--- config.mk ---
export PLATFORM = sky130hd
export DESIGN_NAME = led_bank_pin_registers
export DESIGN_NICKNAME = d
export VERILOG_FILES = /design/src/logic/led_pin_sync.v /design/src/logic/led_code_driver.v /design/src/logic/led_bank_pin_registers.v
export VERILOG_INCLUDE_DIRS = /design/src /design/src/logic
export SDC_FILE = /design/constraint.sdc
export NUM_CORES = 1
export LEC_CHECK = 0
export ABC_AREA = 1
export BUFFER_PORTS_ARGS = -buffer_cell sky130_fd_sc_hd__buf_2
export CAP_MARGIN = 10
export CORE_MARGIN = 2
export CORE_UTILIZATION = 48
export CTS_CLUSTER_SIZE = 16
export DETAILED_ROUTE_END_ITERATION = 8
export GPL_ROUTABILITY_DRIVEN = 0
export GPL_TIMING_DRIVEN = 1
export PLACE_DENSITY = 0.77
export SLEW_MARGIN = 20
export SYNTH_ARGS = -nofsm -noshare
export SYNTH_HDL_FRONTEND = slang
export SYNTH_SLANG_ARGS = --single-unit
--- constraint.sdc ---
create_clock -name REF_CLK -period 1.5 [get_ports REF_CLK]
set_input_delay 0.3 -clock REF_CLK [delete_from_list [all_inputs] [get_ports REF_CLK]]
set_output_delay 0.3 -clock REF_CLK [all_outputs]
set_load 0.02 [all_outputs]
--- src/logic/led_bank_consts.vh ---
// Constants of the indicator pin register block: register indices,
// reset values and the start-up capture delay.
// Assumes a Wishbone byte address of four times the register index.
`ifndef LED_BANK_CONSTS_VH
`define LED_BANK_CONSTS_VH

// Register indices; the byte address is four times the index
`define IDX_B1_UPPER_LEVEL 16'hFF3B
`define IDX_B1_LOWER_MASK 16'hFF3C
`define IDX_B1_UPPER_MASK 16'hFF3D
`define IDX_B1_LOWER_CAPTURE 16'hFF3E
`define IDX_B1_UPPER_CAPTURE 16'hFF3F
`define IDX_B2_LOWER_CODES 16'hFF40
`define IDX_B2_UPPER_CODES 16'hFF41
`define IDX_B2_LOWER_LEVEL 16'hFF42
`define IDX_B2_UPPER_LEVEL 16'hFF43
`define IDX_B2_LOWER_MASK 16'hFF44
`define IDX_B2_UPPER_MASK 16'hFF45
`define IDX_B2_LOWER_CAPTURE 16'hFF46
`define IDX_B2_UPPER_CAPTURE 16'hFF47

// Reset values
`define RST_CODES 8'h00
`define RST_MASK 4'h0
`define RST_CAPTURE 4'h0

// Two-bit LED codes
`define CODE_OFF 2'h0
`define CODE_SLOW 2'h1
`define CODE_FAST 2'h2
`define CODE_ON 2'h3

// Edges after reset release before synchronised pins are valid
`define CAPTURE_DELAY 2'h2

`endif

--- src/logic/led_pin_sync.v ---
// Two-flop synchroniser for the sixteen indicator pin levels.
// Assumes pins are asynchronous to REF_CLK.
`timescale 1ns/100ps
module led_pin_sync (
  input wire clk,
  input wire rst_n,
  input wire [15:0] pins_async,
  output reg [15:0] pins_sync
);

  reg [15:0] meta_q;

  // First stage feeds only the second stage
  always @(posedge clk or negedge rst_n) begin
    if (!rst_n) begin
      meta_q <= 16'h0000;
      pins_sync <= 16'h0000;
    end else begin
      meta_q <= pins_async;
      pins_sync <= meta_q;
    end
  end

endmodule

--- src/logic/led_code_driver.v ---
// Open-drain driver control for eight LED pins from two-bit codes.
// Assumes blink phases come from the shared blink generator on clk.
`timescale 1ns/100ps
`include "led_bank_consts.vh"
module led_code_driver (
  input wire clk,
  input wire rst_n,
  input wire [15:0] codes,
  input wire slow_phase,
  input wire fast_phase,
  output reg [7:0] drive_low
);

  reg [7:0] drive_d;
  integer i;

  // Decode each pin's code; off releases the driver entirely
  always @* begin
    drive_d = 8'h00;
    for (i = 0; i < 8; i = i + 1) begin
      case (codes[2*i +: 2])
        `CODE_OFF: drive_d[i] = 1'b0;
        `CODE_SLOW: drive_d[i] = slow_phase;
        `CODE_FAST: drive_d[i] = fast_phase;
        `CODE_ON: drive_d[i] = 1'b1;
        default: drive_d[i] = 1'b0;
      endcase
    end
  end

  // Registered so the pin enables never glitch on code writes
  always @(posedge clk or negedge rst_n) begin
    if (!rst_n) begin
      drive_low <= 8'h00;
    end else begin
      drive_low <= drive_d;
    end
  end

endmodule

--- src/logic/led_bank_pin_registers.v ---
// Register block for indicator pin banks 1 and 2: live pin levels except bank 1 lower,
// power-on captures with write masks, and bank 2 LED mode codes.
// Assumes a classic Wishbone master on REF_CLK, pins asynchronous,
// and blink phases from the shared blink generator on REF_CLK.
//
// Local design decision: the Wishbone slave port.
`timescale 1ns/100ps
`include "led_bank_consts.vh"

module led_bank_pin_registers (
  input wire REF_CLK,
  input wire RSTN,
  input wire [17:0] ADR_I,
  input wire [31:0] DAT_I,
  output reg [31:0] DAT_O,
  input wire WE_I,
  input wire [3:0] SEL_I,
  input wire CYC_I,
  input wire STB_I,
  output reg ACK_O,
  input wire BLINK_SLOW,
  input wire BLINK_FAST,
  input wire [7:0] INDICATOR_PINS_BANK1_I,
  input wire [7:0] INDICATOR_PINS_BANK2_I,
  output wire [7:0] INDICATOR_PINS_BANK2_O,
  output wire [7:0] INDICATOR_PINS_BANK2_OE
);

  // Place four pin bits on the even positions, odd ones zero
  function [7:0] spread;
    input [3:0] n;
    begin
      spread = {1'b0, n[3], 1'b0, n[2], 1'b0, n[1], 1'b0, n[0]};
    end
  endfunction

  // Pick the four even bits of a written byte
  function [3:0] gather;
    input [7:0] d;
    begin
      gather = {d[6], d[4], d[2], d[0]};
    end
  endfunction

  // Masked update: only bits with mask 1 take the new value
  function [3:0] merge;
    input [3:0] old;
    input [3:0] nw;
    input [3:0] m;
    begin
      merge = (old & ~m) | (nw & m);
    end
  endfunction

  // Synchronised pins: [7:0] bank 1, [15:8] bank 2
  wire [15:0] pins_sync;
  wire [3:0] b1_lo_level;
  wire [3:0] b1_hi_level;
  wire [3:0] b2_lo_level;
  wire [3:0] b2_hi_level;
  wire [7:0] b2_drive_low;

  // Stored state
  reg [7:0] b2_lo_codes_q;
  reg [7:0] b2_hi_codes_q;
  reg [3:0] b1_lo_mask_q;
  reg [3:0] b1_hi_mask_q;
  reg [3:0] b2_lo_mask_q;
  reg [3:0] b2_hi_mask_q;
  reg [3:0] b1_lo_cap_q;
  reg [3:0] b1_hi_cap_q;
  reg [3:0] b2_lo_cap_q;
  reg [3:0] b2_hi_cap_q;
  reg [1:0] cap_cnt_q;
  reg cap_done_q;

  // Bus decode
  wire [15:0] idx;
  wire req;
  wire wr;
  wire [3:0] wnib;
  reg [31:0] rd_d;

  led_pin_sync u_sync (
    .clk(REF_CLK),
    .rst_n(RSTN),
    .pins_async({INDICATOR_PINS_BANK2_I, INDICATOR_PINS_BANK1_I}),
    .pins_sync(pins_sync)
  );

  // Live levels follow the pin whatever its code, so a released
  // pin doubles as an input
  assign b1_lo_level = pins_sync[3:0];
  assign b1_hi_level = pins_sync[7:4];
  assign b2_lo_level = pins_sync[11:8];
  assign b2_hi_level = pins_sync[15:12];

  led_code_driver u_drive (
    .clk(REF_CLK),
    .rst_n(RSTN),
    .codes({b2_hi_codes_q, b2_lo_codes_q}),
    .slow_phase(BLINK_SLOW),
    .fast_phase(BLINK_FAST),
    .drive_low(b2_drive_low)
  );

  // Open drain: the pin is only ever pulled low, enable marks driving
  assign INDICATOR_PINS_BANK2_O = 8'h00;
  assign INDICATOR_PINS_BANK2_OE = b2_drive_low;

  // Requests wait for the start-up capture, so a write cannot race it
  assign idx = ADR_I[17:2];
  assign req = CYC_I & STB_I & ~ACK_O & cap_done_q;
  assign wr = req & WE_I & SEL_I[0];
  assign wnib = gather(DAT_I[7:0]);

  // Start-up capture: wait until the synchroniser holds post-reset pins
  always @(posedge REF_CLK or negedge RSTN) begin
    if (!RSTN) begin
      cap_cnt_q <= 2'h0;
      cap_done_q <= 1'b0;
    end else if (!cap_done_q) begin
      if (cap_cnt_q == `CAPTURE_DELAY) begin
        cap_done_q <= 1'b1;
      end else begin
        cap_cnt_q <= cap_cnt_q + 2'h1;
      end
    end
  end

  // Mode code registers, full byte wide
  always @(posedge REF_CLK or negedge RSTN) begin
    if (!RSTN) begin
      b2_lo_codes_q <= `RST_CODES;
      b2_hi_codes_q <= `RST_CODES;
    end else if (wr) begin
      if (idx == `IDX_B2_LOWER_CODES) begin
        b2_lo_codes_q <= DAT_I[7:0];
      end
      if (idx == `IDX_B2_UPPER_CODES) begin
        b2_hi_codes_q <= DAT_I[7:0];
      end
    end
  end

  // Write masks keep only the even bits
  always @(posedge REF_CLK or negedge RSTN) begin
    if (!RSTN) begin
      b1_lo_mask_q <= `RST_MASK;
      b1_hi_mask_q <= `RST_MASK;
      b2_lo_mask_q <= `RST_MASK;
      b2_hi_mask_q <= `RST_MASK;
    end else if (wr) begin
      if (idx == `IDX_B1_LOWER_MASK) begin
        b1_lo_mask_q <= wnib;
      end
      if (idx == `IDX_B1_UPPER_MASK) begin
        b1_hi_mask_q <= wnib;
      end
      if (idx == `IDX_B2_LOWER_MASK) begin
        b2_lo_mask_q <= wnib;
      end
      if (idx == `IDX_B2_UPPER_MASK) begin
        b2_hi_mask_q <= wnib;
      end
    end
  end

  // Capture registers: loaded once after reset release, then
  // writable only through their masks
  always @(posedge REF_CLK or negedge RSTN) begin
    if (!RSTN) begin
      b1_lo_cap_q <= `RST_CAPTURE;
      b1_hi_cap_q <= `RST_CAPTURE;
      b2_lo_cap_q <= `RST_CAPTURE;
      b2_hi_cap_q <= `RST_CAPTURE;
    end else if (!cap_done_q) begin
      if (cap_cnt_q == `CAPTURE_DELAY) begin
        b1_lo_cap_q <= b1_lo_level;
        b1_hi_cap_q <= b1_hi_level;
        b2_lo_cap_q <= b2_lo_level;
        b2_hi_cap_q <= b2_hi_level;
      end
    end else if (wr) begin
      if (idx == `IDX_B1_LOWER_CAPTURE) begin
        b1_lo_cap_q <= merge(b1_lo_cap_q, wnib, b1_lo_mask_q);
      end
      if (idx == `IDX_B1_UPPER_CAPTURE) begin
        b1_hi_cap_q <= merge(b1_hi_cap_q, wnib, b1_hi_mask_q);
      end
      if (idx == `IDX_B2_LOWER_CAPTURE) begin
        b2_lo_cap_q <= merge(b2_lo_cap_q, wnib, b2_lo_mask_q);
      end
      if (idx == `IDX_B2_UPPER_CAPTURE) begin
        b2_hi_cap_q <= merge(b2_hi_cap_q, wnib, b2_hi_mask_q);
      end
    end
  end

  // Read multiplexer; unmapped indices read zero
  always @* begin
    rd_d = 32'h00000000;
    case (idx)
      `IDX_B1_UPPER_LEVEL: rd_d[7:0] = spread(b1_hi_level);
      `IDX_B1_LOWER_MASK: rd_d[7:0] = spread(b1_lo_mask_q);
      `IDX_B1_UPPER_MASK: rd_d[7:0] = spread(b1_hi_mask_q);
      `IDX_B1_LOWER_CAPTURE: rd_d[7:0] = spread(b1_lo_cap_q);
      `IDX_B1_UPPER_CAPTURE: rd_d[7:0] = spread(b1_hi_cap_q);
      `IDX_B2_LOWER_CODES: rd_d[7:0] = b2_lo_codes_q;
      `IDX_B2_UPPER_CODES: rd_d[7:0] = b2_hi_codes_q;
      `IDX_B2_LOWER_LEVEL: rd_d[7:0] = spread(b2_lo_level);
      `IDX_B2_UPPER_LEVEL: rd_d[7:0] = spread(b2_hi_level);
      `IDX_B2_LOWER_MASK: rd_d[7:0] = spread(b2_lo_mask_q);
      `IDX_B2_UPPER_MASK: rd_d[7:0] = spread(b2_hi_mask_q);
      `IDX_B2_LOWER_CAPTURE: rd_d[7:0] = spread(b2_lo_cap_q);
      `IDX_B2_UPPER_CAPTURE: rd_d[7:0] = spread(b2_hi_cap_q);
      default: rd_d = 32'h00000000;
    endcase
  end

  // One-cycle acknowledge with registered read data; every address
  // answers so a stray access never hangs the master
  always @(posedge REF_CLK or negedge RSTN) begin
    if (!RSTN) begin
      ACK_O <= 1'b0;
      DAT_O <= 32'h00000000;
    end else begin
      ACK_O <= req;
      if (req) begin
        DAT_O <= rd_d;
      end
    end
  end

endmodule

==> run summary <==
Skew-Pair Late Insertion Delay -> 0.36 ns
clk buf depth -> 2
Syn Inst Count -> 575
final-report setup violation count -> 0
mux share of post-synthesis cell area -> 0
Ys Warns -> 0
Clock Root Buffer -> clkbuf_8
core area -> 0.00968 mm2
buffers added on ports -> 64
router iterations before antenna repair -> 5
final critical-path required period -> 1.46 ns
adder-cell share of the synthesized area -> 0.00263
Synth top area share -> 0.526
fin crit share -> 0.974
PwrDens -> 912 mW/mm2
Die X -> 104 um
simple-gate share of the synthesized area -> 0.230
Netlist Area Pre-Place -> 0.00476 mm2
vias in the first global route -> 3894
largest net degree at the start of global routing -> 42
Filler Cell Count -> 842
Crit. End Element -> flop
RSZ-0062 raised after global routing -> true
Final Max Tran Viols -> 0
post-route ant nets -> 0
Leakage -> 0.00288 uW
IO Pins -> 126
CTS clk-pin slew, worst paths -> 0.09 ns
die area -> 0.0107 mm2
most frequent cells in the layout -> 161 x nand2_1, 99 x dfrtp_1, 63 x buf_2, 56 x nand3_1, 53 x inv_1
Startpoint Class -> flop
status -> finished clean
Die Ht -> 104 um
max cap viols -> 0
Mean Syn Cell Area -> 8.27 um2
Synth cell types -> 24
Data arrival, critical path -> 1.71 ns
first-pass GRT wire length -> 18300 um
initial antenna violation count -> 0
CP Data Required Time -> 1.75 ns
sequential area share after synthesis -> 0.526
Routed WL per cell -> 13.7 um
Area Growth Syn to Fin -> 18.6%
dpl hpwl -> 8090 um
Post-route DRC -> 0
final core occ -> 0.583
Final nets -> 745
Sink Count -> 100
TritonCTS clock tree -> yes
largest family of logic cells by synthesized area -> simple AND/OR/NAND/NOR gates
Worst Path Max Fanout -> 16
Hold Fails Final Rpt -> 0
critical path class -> reg -> reg
XOR/XNOR share of the synthesized area -> 0.00184
drt initial violations -> 484
DR vias -> 4142
Peak Freq -> 0.685 GHz
largest cells by area after synthesis -> dfrtp_1 53%, nand2_1 13%, nand3_1 5.9%
layout cell share with drive strength beyond 1 -> 0.186
most common cell after layout, fill and taps aside -> nand2_1
All-Layer GR Usage -> 0.213
Yosys reg bits -> 100
ant diodes -> 0
GR Overflow Total -> 0
# rows -> 36
worst vdd ir -> 0.523 mV
Post-Route WL -> 11000 um
H-tree depth -> 3
post-synthesis compound-gate area fraction -> 0.129
Clock Skew -> 0.00871 ns
class of the worst hold path -> in -> reg
TNS Setup -> 0 ns
Initial Util -> 0.491
area leader, netlist -> dfrtp_1
vias per cell -> 5.15
Inserted Clock Buffers -> 9
synthesized netlist by cell type:
cell type,count
buf_2,7
nand2_1,161
nor2_1,34
nand3_2,1
a21oi_4,1
inv_1,55
clkbuf_1,7
nand4_4,1
o211ai_1,16
ha_1,1
xor2_1,1
conb_1,1
a21oi_1,18
clkinv_1,1
o22ai_1,4
nand3_1,56
nor2_2,6
o21ai_0,50
o21a_1,7
nor2_4,1
inv_2,1
o21ai_1,12
dfrtp_1,100
buf_4,33
worst paths after layout:
| check | endpoint | cells past startpoint | from | slack [ns] |
|---|---|---|---|---|
| max | flop | 9 | ACK_O | 0.04 |
| min | u_sync.meta_q[10] | 1 | INDICATOR_PINS_BANK2_I[2] | 0.03 |
| max reg2reg | flop | 9 | ACK_O | 0.04 |
| min reg2reg | u_sync.pins_sync[11] | 0 | u_sync.meta_q[11] | 0.35 |
| max in group asynchronous | b2_hi_codes_q[6] | 3 | RSTN | 0.57 |
| min in group asynchronous | u_sync.meta_q[9] | 2 | RSTN | 0.39 |
routing by layer:
| layer | part of all wire | vias to the layer above | GRT usage |
|---|---|---|---|
| li1 | - | 1988 | - |
| met1 | 0.41 | 1893 | 0.287 |
| met2 | 0.47 | 230 | 0.340 |
| met3 | 0.093 | 31 | 0.0428 |
| met4 | 0.027 | 0 | 0.0859 |
| met5 | 0 | - | 0 |
cell families (layout without fill, tap and decap cells):
group / Yosys count / in the layout
AOI/OAI and AO/OA: 108 / 108
and+or+nand+nor: 260 / 260
other: 1 / 32
adders and majority gates: 1 / 1
DFF: 100 / 100
buffers and inverters: 104 / 170
xor gates and xnor gates: 1 / 1
final cells by class:
| type | instances | area (um2) | share of cell area |
|---|---|---|---|
| Sequential cell | 100 | 2500 | 0.444 |
| Multi-Input combinational cell | 402 | 1870 | 0.331 |
| Timing Repair Buffer | 97 | 648 | 0.115 |
| Inverter | 57 | 220 | 0.0390 |
| Tap cell | 133 | 166 | 0.0295 |
| Clock buffer | 10 | 128 | 0.0226 |
| Clock inverter | 6 | 111 | 0.0197 |
report_power, final:
part           internal (uW)  switching (uW)
sequential              2760            33.3
clock                   1110             907
combinational           94.5             239
critical path, cell delays in order, from the launching register on:
cell and delay [ns]:
dfrtp_2 0.41, inv_2 0.06, nand4_4 0.08, nor2_4 0.14
inv_4 0.08, a21oi_4 0.14, buf_12 0.16, o211ai_1 0.11
nand2_1 0.07, o21ai_0 0.08
metrics by stage:
stage | setup slack [ns] | std cells | hold slack, ns | total power (uW) | area, um2
global route | -0.0721 | 805 | 0.0114 | 5340 | 5640
global placement | -0.124 | 786 | 0.240 | 3170 | 5350
floorplan | -0.0486 | 606 | 0.00441 | 3050 | 4880
finish | 0.0394 | 805 | 0.0314 | 5150 | 5640
CTS | 0.00659 | 803 | 0.0191 | 5180 | 5600
detailed placement | -0.155 | 786 | 0.248 | 3180 | 5350
repair_timing:
action | in CTS | in global routing
hold endpoints to repair | 25 | 0
setup endpoints to repair | 0 | 24
gates resized for setup | 0 | 4
setup buffers | 0 | 2
hold buffers | 1 | 0
No activity file was read; power rests on OpenSTA's default activity.
